File: src/core/amc_pkg.sv
// Shared constants, register map and types of the acquisition mode control block
package amc_pkg;

   // Timing
   localparam int CLK_HZ        = 50_000_000;
   localparam int MS_TIME_MS    = 1;
   localparam int MS_CYCLES     = CLK_HZ / 1000 * MS_TIME_MS;
   localparam int MS_PER_S      = 1000;
   localparam int SKIP_BASE     = 3;

   // Register indices; byte address is four times the index
   localparam logic [7:0] IDX_MODE_CTL       = 8'h0a;
   localparam logic [7:0] IDX_INTERVAL_HIGH  = 8'h0b;
   localparam logic [7:0] IDX_INTERVAL_LOW   = 8'h0c;
   localparam logic [7:0] IDX_THRESHOLD_HIGH = 8'h0d;
   localparam logic [7:0] IDX_THRESHOLD_LOW  = 8'h0e;
   localparam logic [7:0] IDX_IRQ_STATUS     = 8'h10;
   localparam logic [7:0] IDX_IRQ_MASK       = 8'h11;
   localparam logic [7:0] IDX_BLOCK_STATE    = 8'h12;

   // Reset values
   localparam logic [7:0] MODE_CTL_RST       = 8'h00;
   localparam logic [7:0] INTERVAL_HIGH_RST  = 8'h80;
   localparam logic [7:0] INTERVAL_LOW_RST   = 8'h00;
   localparam logic [7:0] THRESHOLD_HIGH_RST = 8'h00;
   localparam logic [7:0] THRESHOLD_LOW_RST  = 8'h00;
   localparam logic [2:0] IRQ_MASK_RST       = 3'h0;

   // Field positions not covered by a struct
   localparam int UNIT_BIT   = 7;
   localparam int IRQ_RELEASE = 0;
   localparam int IRQ_WAKE    = 1;
   localparam int IRQ_SAMPLE  = 2;
   localparam int IRQ_W       = 3;

   // AXI responses
   localparam logic [1:0] RESP_OKAY   = 2'h0;
   localparam logic [1:0] RESP_SLVERR = 2'h2;

   typedef enum logic [1:0] {
      MODE_NORMAL_ONE    = 2'h0,
      MODE_NORMAL_TWO    = 2'h1,
      MODE_STANDBY_ONE   = 2'h2,
      MODE_STANDBY_TWO   = 2'h3
   } amc_mode_t;

   typedef struct packed {
      amc_mode_t  mode;
      logic [2:0] skip;
      logic       chop_en;
      logic       ind_en;
      logic       release_run;
   } amc_mode_ctl_t;

   typedef struct packed {
      logic        valid;
      logic [15:0] current;
   } amc_meas_t;

   typedef enum logic [2:0] {
      ST_STOP    = 3'h0,
      ST_NORMAL  = 3'h1,
      ST_WAIT    = 3'h3,
      ST_DISCARD = 3'h2,
      ST_COMPARE = 3'h6
   } amc_state_t;

endpackage

File: src/core/amc_mode_control.sv
// Acquisition mode control with AXI4-Lite register bank and standby sequencer
//
// Added by the designer: the AXI4-Lite register port.
`timescale 1ns/1ps
module amc_mode_control #(
   parameter int ADDR_W    = 8,
   parameter int MS_CYCLES = amc_pkg::MS_CYCLES
) (
   input  wire logic                aclk,
   input  wire logic                aresetn,
   input  wire logic [ADDR_W-1:0]   s_axi_awaddr,
   input  wire logic                s_axi_awvalid,
   output logic                     s_axi_awready,
   input  wire logic [31:0]         s_axi_wdata,
   input  wire logic [3:0]          s_axi_wstrb,
   input  wire logic                s_axi_wvalid,
   output logic                     s_axi_wready,
   output logic [1:0]               s_axi_bresp,
   output logic                     s_axi_bvalid,
   input  wire logic                s_axi_bready,
   input  wire logic [ADDR_W-1:0]   s_axi_araddr,
   input  wire logic                s_axi_arvalid,
   output logic                     s_axi_arready,
   output logic [31:0]              s_axi_rdata,
   output logic [1:0]               s_axi_rresp,
   output logic                     s_axi_rvalid,
   input  wire logic                s_axi_rready,
   input  wire amc_pkg::amc_meas_t  meas,
   input  wire logic                chopper_clk_src,
   output logic                     chopper_clock_out,
   output logic                     mode_change_indicator,
   output logic                     acq_active,
   output logic                     stopped,
   output logic                     irq
);

   localparam int MS_W  = $clog2(MS_CYCLES + 1);
   localparam int SEC_W = $clog2(amc_pkg::MS_PER_S + 1);

   generate
      if (MS_CYCLES < 1 || ADDR_W < 7 || ADDR_W > 32) begin : g_bad_param
         $error("amc_mode_control: unsupported parameter value");
      end
   endgenerate

   function automatic logic [7:0] reg_index(input logic [ADDR_W-1:0] addr);
      logic [31:0] wide;
      wide = 32'h0000_0000;
      wide[ADDR_W-1:0] = addr;
      return wide[9:2];
   endfunction

   function automatic logic idx_mapped(input logic [7:0] idx);
      return (idx >= amc_pkg::IDX_MODE_CTL && idx <= amc_pkg::IDX_THRESHOLD_LOW) ||
             (idx >= amc_pkg::IDX_IRQ_STATUS && idx <= amc_pkg::IDX_BLOCK_STATE);
   endfunction

   // Register bank
   amc_pkg::amc_mode_ctl_t      mode_ctl_reg;
   logic [7:0]                  interval_high_reg;
   logic [7:0]                  interval_low_reg;
   logic [7:0]                  threshold_high_reg;
   logic [7:0]                  threshold_low_reg;
   logic [amc_pkg::IRQ_W-1:0]   irq_status_reg;
   logic [amc_pkg::IRQ_W-1:0]   irq_mask_reg;

   // Bus slave state
   logic                        awready_reg;
   logic                        wready_reg;
   logic                        bvalid_reg;
   logic [1:0]                  bresp_reg;
   logic                        arready_reg;
   logic                        rvalid_reg;
   logic [31:0]                 rdata_reg;
   logic [1:0]                  rresp_reg;
   logic                        aw_held_reg;
   logic                        w_held_reg;
   logic [7:0]                  aw_idx_reg;
   logic [7:0]                  w_data_reg;
   logic                        w_lane0_reg;

   // Sequencer state
   amc_pkg::amc_state_t         state_reg;
   logic [3:0]                  discard_reg;
   logic [MS_W-1:0]             ms_cnt_reg;
   logic [SEC_W-1:0]            sec_cnt_reg;
   logic [14:0]                 interval_reg;
   logic                        indicator_reg;
   logic                        chop_reg;
   logic                        acq_reg;
   logic                        stopped_reg;
   logic                        irq_reg;

   logic                        aw_hs;
   logic                        w_hs;
   logic                        b_hs;
   logic                        ar_hs;
   logic                        r_hs;
   logic                        do_write;
   logic                        wr_en;
   logic                        mode_written;
   logic                        abort;
   logic                        standby_sel;
   logic                        crossing;
   logic                        ms_tick;
   logic                        unit_tick;
   logic                        interval_done;
   logic                        ev_release;
   logic                        ev_wake;
   logic                        ev_sample;
   logic [amc_pkg::IRQ_W-1:0]   irq_set;
   logic [amc_pkg::IRQ_W-1:0]   irq_clr;
   logic [15:0]                 threshold;
   logic [7:0]                  rd_idx;
   logic [7:0]                  rd_val;

   assign aw_hs    = s_axi_awvalid & awready_reg;
   assign w_hs     = s_axi_wvalid & wready_reg;
   assign b_hs     = bvalid_reg & s_axi_bready;
   assign ar_hs    = s_axi_arvalid & arready_reg;
   assign r_hs     = rvalid_reg & s_axi_rready;
   assign do_write = aw_held_reg & w_held_reg & ~bvalid_reg;
   assign wr_en    = do_write & w_lane0_reg & idx_mapped(aw_idx_reg);
   assign mode_written = wr_en && aw_idx_reg == amc_pkg::IDX_MODE_CTL;
   assign threshold    = {threshold_high_reg, threshold_low_reg};

   // Write address and data are taken independently, answered once both are held
   always_ff @(posedge aclk) begin
      if (!aresetn) begin
         awready_reg <= 1'b0;
         aw_held_reg <= 1'b0;
         aw_idx_reg  <= 8'h00;
      end else if (aw_hs) begin
         awready_reg <= 1'b0;
         aw_held_reg <= 1'b1;
         aw_idx_reg  <= reg_index(s_axi_awaddr);
      end else if (b_hs) begin
         awready_reg <= 1'b1;
         aw_held_reg <= 1'b0;
      end else if (!aw_held_reg && !bvalid_reg) begin
         awready_reg <= 1'b1;
      end
   end

   always_ff @(posedge aclk) begin
      if (!aresetn) begin
         wready_reg  <= 1'b0;
         w_held_reg  <= 1'b0;
         w_data_reg  <= 8'h00;
         w_lane0_reg <= 1'b0;
      end else if (w_hs) begin
         wready_reg  <= 1'b0;
         w_held_reg  <= 1'b1;
         w_data_reg  <= s_axi_wdata[7:0];
         w_lane0_reg <= s_axi_wstrb[0];
      end else if (b_hs) begin
         wready_reg  <= 1'b1;
         w_held_reg  <= 1'b0;
      end else if (!w_held_reg && !bvalid_reg) begin
         wready_reg  <= 1'b1;
      end
   end

   always_ff @(posedge aclk) begin
      if (!aresetn) begin
         bvalid_reg <= 1'b0;
         bresp_reg  <= amc_pkg::RESP_OKAY;
      end else if (do_write) begin
         bvalid_reg <= 1'b1;
         bresp_reg  <= idx_mapped(aw_idx_reg) ? amc_pkg::RESP_OKAY : amc_pkg::RESP_SLVERR;
      end else if (b_hs) begin
         bvalid_reg <= 1'b0;
      end
   end

   // Read path
   assign rd_idx = reg_index(s_axi_araddr);

   always_comb begin
      rd_val = 8'h00;
      unique case (rd_idx)
         amc_pkg::IDX_MODE_CTL:       rd_val = mode_ctl_reg;
         amc_pkg::IDX_INTERVAL_HIGH:  rd_val = interval_high_reg;
         amc_pkg::IDX_INTERVAL_LOW:   rd_val = interval_low_reg;
         amc_pkg::IDX_THRESHOLD_HIGH: rd_val = threshold_high_reg;
         amc_pkg::IDX_THRESHOLD_LOW:  rd_val = threshold_low_reg;
         amc_pkg::IDX_IRQ_STATUS:     rd_val = {5'h00, irq_status_reg};
         amc_pkg::IDX_IRQ_MASK:       rd_val = {5'h00, irq_mask_reg};
         amc_pkg::IDX_BLOCK_STATE:    rd_val = {5'h00, state_reg};
         default:                     rd_val = 8'h00;
      endcase
   end

   always_ff @(posedge aclk) begin
      if (!aresetn) begin
         arready_reg <= 1'b0;
         rvalid_reg  <= 1'b0;
         rdata_reg   <= 32'h0000_0000;
         rresp_reg   <= amc_pkg::RESP_OKAY;
      end else if (ar_hs) begin
         arready_reg <= 1'b0;
         rvalid_reg  <= 1'b1;
         rdata_reg   <= {24'h00_0000, rd_val};
         rresp_reg   <= idx_mapped(rd_idx) ? amc_pkg::RESP_OKAY : amc_pkg::RESP_SLVERR;
      end else if (r_hs) begin
         arready_reg <= 1'b1;
         rvalid_reg  <= 1'b0;
      end else if (!rvalid_reg) begin
         arready_reg <= 1'b1;
      end
   end

   // Configuration registers
   always_ff @(posedge aclk) begin
      if (!aresetn) begin
         mode_ctl_reg       <= amc_pkg::MODE_CTL_RST;
         interval_high_reg  <= amc_pkg::INTERVAL_HIGH_RST;
         interval_low_reg   <= amc_pkg::INTERVAL_LOW_RST;
         threshold_high_reg <= amc_pkg::THRESHOLD_HIGH_RST;
         threshold_low_reg  <= amc_pkg::THRESHOLD_LOW_RST;
         irq_mask_reg       <= amc_pkg::IRQ_MASK_RST;
      end else if (wr_en) begin
         unique case (aw_idx_reg)
            amc_pkg::IDX_MODE_CTL:       mode_ctl_reg       <= w_data_reg;
            amc_pkg::IDX_INTERVAL_HIGH:  interval_high_reg  <= w_data_reg;
            amc_pkg::IDX_INTERVAL_LOW:   interval_low_reg   <= w_data_reg;
            amc_pkg::IDX_THRESHOLD_HIGH: threshold_high_reg <= w_data_reg;
            amc_pkg::IDX_THRESHOLD_LOW:  threshold_low_reg  <= w_data_reg;
            amc_pkg::IDX_IRQ_MASK:       irq_mask_reg       <= w_data_reg[amc_pkg::IRQ_W-1:0];
            default: ;
         endcase
      end
   end

   // Sticky event flags, write one to clear, a new event wins over the clear
   assign irq_set = {ev_sample, ev_wake, ev_release};
   assign irq_clr = (wr_en && aw_idx_reg == amc_pkg::IDX_IRQ_STATUS) ?
                    w_data_reg[amc_pkg::IRQ_W-1:0] : 3'h0;

   always_ff @(posedge aclk) begin
      if (!aresetn) begin
         irq_status_reg <= 3'h0;
      end else begin
         irq_status_reg <= (irq_status_reg & ~irq_clr) | irq_set;
      end
   end

   // Sequencer
   assign abort       = mode_written | ~mode_ctl_reg.release_run;
   assign standby_sel = mode_ctl_reg.mode == amc_pkg::MODE_STANDBY_ONE ||
                        mode_ctl_reg.mode == amc_pkg::MODE_STANDBY_TWO;
   assign crossing    = meas.current >= threshold;
   assign ev_release  = state_reg == amc_pkg::ST_STOP && !abort;
   assign ev_wake     = state_reg == amc_pkg::ST_COMPARE && !abort && meas.valid &&
                        mode_ctl_reg.mode == amc_pkg::MODE_STANDBY_TWO && crossing;
   assign ev_sample   = state_reg == amc_pkg::ST_COMPARE && !abort && meas.valid &&
                        mode_ctl_reg.mode == amc_pkg::MODE_STANDBY_ONE;

   always_ff @(posedge aclk) begin
      if (!aresetn) begin
         state_reg   <= amc_pkg::ST_STOP;
         discard_reg <= 4'h0;
      end else if (abort) begin
         state_reg   <= amc_pkg::ST_STOP;
      end else begin
         unique case (state_reg)
            amc_pkg::ST_STOP: begin
               state_reg <= standby_sel ? amc_pkg::ST_WAIT : amc_pkg::ST_NORMAL;
            end
            amc_pkg::ST_NORMAL: begin
               state_reg <= amc_pkg::ST_NORMAL;
            end
            amc_pkg::ST_WAIT: begin
               if (interval_done) begin
                  state_reg   <= amc_pkg::ST_DISCARD;
                  discard_reg <= 4'(mode_ctl_reg.skip) + 4'(amc_pkg::SKIP_BASE);
               end
            end
            amc_pkg::ST_DISCARD: begin
               if (meas.valid) begin
                  if (discard_reg == 4'h1) begin
                     state_reg <= amc_pkg::ST_COMPARE;
                  end
                  discard_reg <= discard_reg - 4'h1;
               end
            end
            amc_pkg::ST_COMPARE: begin
               if (ev_wake) begin
                  state_reg <= amc_pkg::ST_NORMAL;
               end else if (meas.valid) begin
                  state_reg <= amc_pkg::ST_WAIT;
               end
            end
         endcase
      end
   end

   // Standby interval timer, runs only while waiting
   assign ms_tick       = ms_cnt_reg == MS_W'(MS_CYCLES - 1);
   assign unit_tick     = interval_high_reg[amc_pkg::UNIT_BIT] ?
                          (ms_tick && sec_cnt_reg == SEC_W'(amc_pkg::MS_PER_S - 1)) :
                          ms_tick;
   assign interval_done = interval_reg == 15'h0000;

   always_ff @(posedge aclk) begin
      if (!aresetn) begin
         ms_cnt_reg   <= '0;
         sec_cnt_reg  <= '0;
         interval_reg <= 15'h0000;
      end else if (state_reg != amc_pkg::ST_WAIT) begin
         ms_cnt_reg   <= '0;
         sec_cnt_reg  <= '0;
         interval_reg <= {interval_high_reg[6:0], interval_low_reg};
      end else begin
         ms_cnt_reg <= ms_tick ? '0 : ms_cnt_reg + MS_W'(1);
         if (ms_tick) begin
            sec_cnt_reg <= (sec_cnt_reg == SEC_W'(amc_pkg::MS_PER_S - 1)) ?
                           '0 : sec_cnt_reg + SEC_W'(1);
         end
         if (unit_tick && !interval_done) begin
            interval_reg <= interval_reg - 15'h0001;
         end
      end
   end

   // Pin outputs
   always_ff @(posedge aclk) begin
      if (!aresetn) begin
         indicator_reg <= 1'b0;
      end else if (ev_wake && mode_ctl_reg.ind_en) begin
         indicator_reg <= 1'b1;
      end else if (mode_written || !mode_ctl_reg.ind_en) begin
         indicator_reg <= 1'b0;
      end
   end

   always_ff @(posedge aclk) begin
      if (!aresetn) begin
         chop_reg <= 1'b0;
      end else begin
         chop_reg <= chopper_clk_src & mode_ctl_reg.chop_en;
      end
   end

   always_ff @(posedge aclk) begin
      if (!aresetn) begin
         acq_reg     <= 1'b0;
         stopped_reg <= 1'b1;
         irq_reg     <= 1'b0;
      end else begin
         acq_reg     <= state_reg == amc_pkg::ST_NORMAL || state_reg == amc_pkg::ST_DISCARD ||
                        state_reg == amc_pkg::ST_COMPARE;
         stopped_reg <= state_reg == amc_pkg::ST_STOP;
         irq_reg     <= |(irq_status_reg & irq_mask_reg);
      end
   end

   assign s_axi_awready         = awready_reg;
   assign s_axi_wready          = wready_reg;
   assign s_axi_bvalid          = bvalid_reg;
   assign s_axi_bresp           = bresp_reg;
   assign s_axi_arready         = arready_reg;
   assign s_axi_rvalid          = rvalid_reg;
   assign s_axi_rdata           = rdata_reg;
   assign s_axi_rresp           = rresp_reg;
   assign chopper_clock_out     = chop_reg;
   assign mode_change_indicator = indicator_reg;
   assign acq_active            = acq_reg;
   assign stopped               = stopped_reg;
   assign irq                   = irq_reg;

endmodule

File: config.mk
export PLATFORM = sky130hd
export DESIGN_NAME = amc_mode_control
export DESIGN_NICKNAME = d
export VERILOG_FILES = /design/src/core/amc_pkg.sv /design/src/core/amc_mode_control.sv
export SDC_FILE = /design/constraint.sdc
export NUM_CORES = 1
export LEC_CHECK = 0
export ABC_CLOCK_PERIOD_IN_PS = 2850
export BUFFER_PORTS_ARGS = -buffer_cell sky130_fd_sc_hd__buf_2
export CAP_MARGIN = 20
export CORE_UTILIZATION = 45
export CTS_CLUSTER_DIAMETER = 80
export DETAILED_ROUTE_END_ITERATION = 6
export HOLD_SLACK_MARGIN = 0.05
export PLACE_DENSITY_LB_ADDON = 0.3
export SYNTH_ARGS = -nofsm -noshare
export SYNTH_HDL_FRONTEND = slang
export SYNTH_SLANG_ARGS = --single-unit
File: constraint.sdc
create_clock -name aclk -period 2.85 [get_ports aclk]
set_input_delay 0.1425 -clock aclk [delete_from_list [all_inputs] [get_ports aclk]]
set_output_delay 0.1425 -clock aclk [all_outputs]
set_load 0.02 [all_outputs]
==> impl_metrics.ini <==
[sta]
slew_headroom_pct = 44.0
fmax_mhz = 426
whs_ns = 0.0675
max_slew.worst_pin.slew_ns = 0.838
rsz0062_at_grt = no
fin_tns_setup_ns = 0
slew_violations = 0
setup_viol = 0
hold_viol = 0
worst_clock_skew_ns = 0.00885
min_period_over_period_pct = 82.3
period_needed_ns = 2.35

[routing]
ant_nets = 0
first_pass_iters = 7
viasPerCell = 5.35
dr_total_vias = 5517
drcViolationCount = 0
drtIter0Drc = 379
wire_per_inst_um = 14.7
routed_wl_um = 15200

[yosys]
synth_compound_area_share_pct = 13.4
muxShareOfSynthArea_pct = 8.39
ys_top_cells_by_area = dfxtp_1, mux2i_1, nor2_1, ha_1, nand2_1
synth_xor_area_share_pct = 4.59
synth_top_area_cell = dfxtp_1
ys_warn_count = 0
avgSynthCellArea_um2 = 8.63
syn_inst = 752
synthAdderAreaFrac_pct = 4.24
async_reset_ff_share_pct = 0
synth_top_family_by_area = simple AND/OR/NAND/NOR gates
synth_edf_count = 0
synth_flop_cell = dfxtp_1
synth_top_area_share_pct = 40.4
yosys.area_share.simple_pct = 22.2
yosysSeqAreaShare_pct = 40.4
yosys.cell_types.count = 67
synth_seq_cells = 131
netlist_area_um2 = 6490

[global_route]
grt_antenna_before_repair = 0
grt_max_degree = 71
grtUsageTotal_pct = 22.0
grt_pass1_wl_um = 25400
grt_pass1_vias = 5205
grt_overflow = 0

[final_layout]
area_growth_pct = 18.1
fin_nets = 937
final_cell_mix = dfxtp_1, nor2_1, nand2_1
largest_reg_flops = 16
final_common_cell = dfxtp_1
drive_gt1_share_pct = 14.7
diodes = 0

[die]
io_pins = 123
dieArea_um2 = 14900
num_rows = 43
core_area_um2 = 14000
die_w_um = 122
dieHeight_um = 122
start_util_pct = 46.4

[setup_path]
r2r-end = interval_reg[9]$_SDFFE_PN0P_
worst-path-buf-inv = 0
r2r-start = ms_cnt_reg[12]$_SDFF_PP0_
slowest_stage = or4b_2
r2r.worst_path.cells = 6
crit_type = reg2reg
crit_family = simple AND/OR/NAND/NOR gates
reg2reg_slack_ns = 0.50
end_kind = register
arrival_ns = 2.65
cp_data_required_time_ns = 3.15
worstPathCellList = or4b_2 -> nor4_2 -> nand4_1 -> nor4_1 -> xnor2_1 -> a21oi_1
critical-path-max-stage-delay_ns = 0.69
worstPathMaxFanout = 6
worst_setup_path_start_kind = register

[run_status]
status = completed

[run]
cap_violations = 0

[worst_hold_path]
min_path_cells = 3
worstHoldPathType = in2reg
hold_path_startpoint = s_axi_awvalid
min_to = aw_idx_reg[0]$_SDFFE_PN0P_

[clock_tree]
cts_resized = 0
cts_tree = done
clk_pin_slew_ns = 0.06
clock_latency_ns = 0.42
clock_sinks = 131
htreeDepth = 4
root_buffer = clkbuf_16
cts_made_buffers = 17
post_cts_buffers = 0
clock_path_buffers = 2
hold_buffers = 24

[pwr]
power_density_nw_per_um2 = 530
cellLeakagePower_uw = 0.00322
total_power_uw = 4060
ir_worst_vdd_uv = 451

[placement]
io_buffers = 65
hpwl_um = 10700
gp_congestion = 0.871
logic make-up (layout without fill, tap and decap cells):
family                     count (synthesis)  in the layout
other                                      1             26
xor gates and xnor gates                  34             34
adders and majority gates                 22             22
muxes                                     54             54
DFF                                      131            131
and+or+nand+nor                          288            288
buffers and inverters                     89            163
AOI/OAI and AO/OA                        133            133
how the worst max path moves through the flow:
| stage | cells after the start | end | startpoint | slack (ns) |
|---|---|---|---|---|
| 3_5_place_dp | 6 | interval_reg[9]$_SDFFE_PN0P_ | ms_cnt_reg[12]$_SDFF_PP0_ | 0.52 |
| 4_1_cts | 6 | interval_reg[9]$_SDFFE_PN0P_ | ms_cnt_reg[12]$_SDFF_PP0_ | 0.51 |
| 3_3_place_gp | 6 | interval_reg[9]$_SDFFE_PN0P_ | ms_cnt_reg[12]$_SDFF_PP0_ | 0.54 |
| 2_1_floorplan | 6 | interval_high_reg[7]$_SDFFE_PN1P_ | s_axi_bvalid$_SDFFE_PN0P_ | 0.62 |
| 5_1_grt | 6 | interval_reg[9]$_SDFFE_PN0P_ | ms_cnt_reg[12]$_SDFF_PP0_ | 0.41 |
| 6_report | 6 | interval_reg[9]$_SDFFE_PN0P_ | ms_cnt_reg[12]$_SDFF_PP0_ | 0.50 |
synth_stat cells (all sizes together), types with 7 or more instances:
| library cell | n |
|---|---|
| clkbuf | 26 |
| nand4 | 13 |
| xor2 | 13 |
| a21oi | 47 |
| buf | 30 |
| dfxtp | 131 |
| nand3 | 25 |
| a21o | 7 |
| and2 | 7 |
| nor3b | 7 |
| ha | 22 |
| and3 | 9 |
| nand2 | 70 |
| nor4 | 9 |
| nor2 | 97 |
| o21ai | 25 |
| a22o | 11 |
| nor3 | 15 |
| mux2i | 51 |
| xnor2 | 21 |
| nor2b | 8 |
| nand2b | 7 |
| inv | 33 |
worst register-to-register path, cell delays in order, from the launching register on:
cell,delay [ns]
dfxtp_1,0.33
or4b_2,0.69
nor4_2,0.30
nand4_1,0.34
nor4_1,0.32
xnor2_1,0.16
a21oi_1,0.08
through the flow:
stage | instances | setup slack, ns | instance area (um2) | utilization [%]
final | 1031 | 0.504 | 7670 | 54.8
after CTS | 1031 | 0.510 | 7670 | 54.8
after global routing | 1031 | 0.408 | 7670 | 54.8
after global placement | 975 | 0.537 | 6890 | 49.3
after floorplan | 777 | 0.621 | 6580 | -
after detailed placement | 975 | 0.521 | 6890 | 49.3
final cells by class:
cell class | count | area, um2
fill | 1309 | 6320
multi-input combinational | 557 | 3530
sequential | 131 | 2620
timing repair buffer | 98 | 633
clock buffer | 17 | 425
tap | 180 | 225
inverter | 33 | 124
clock inverter | 15 | 109
power breakdown:
part	total (uW)	internal, uW	leakage, uW	switching, uW
combinational	223	88.1	0.00192	135
clock	1960	1110	0.000248	849
sequential	1880	1850	0.00106	28.8
total	4060	3050	0.00322	1010
per-layer routing:
layer / wire length [um] / global-route usage [%] / up-vias
met5: 0 / 0 / -
met4: 176 / 6.02 / 0
met3: 848 / 5.71 / 19
met2: 6820 / 34.8 / 145
met1: 7360 / 29.3 / 2587
li1: - / - / 2766
No activity file was read; power rests on OpenSTA's default activity.
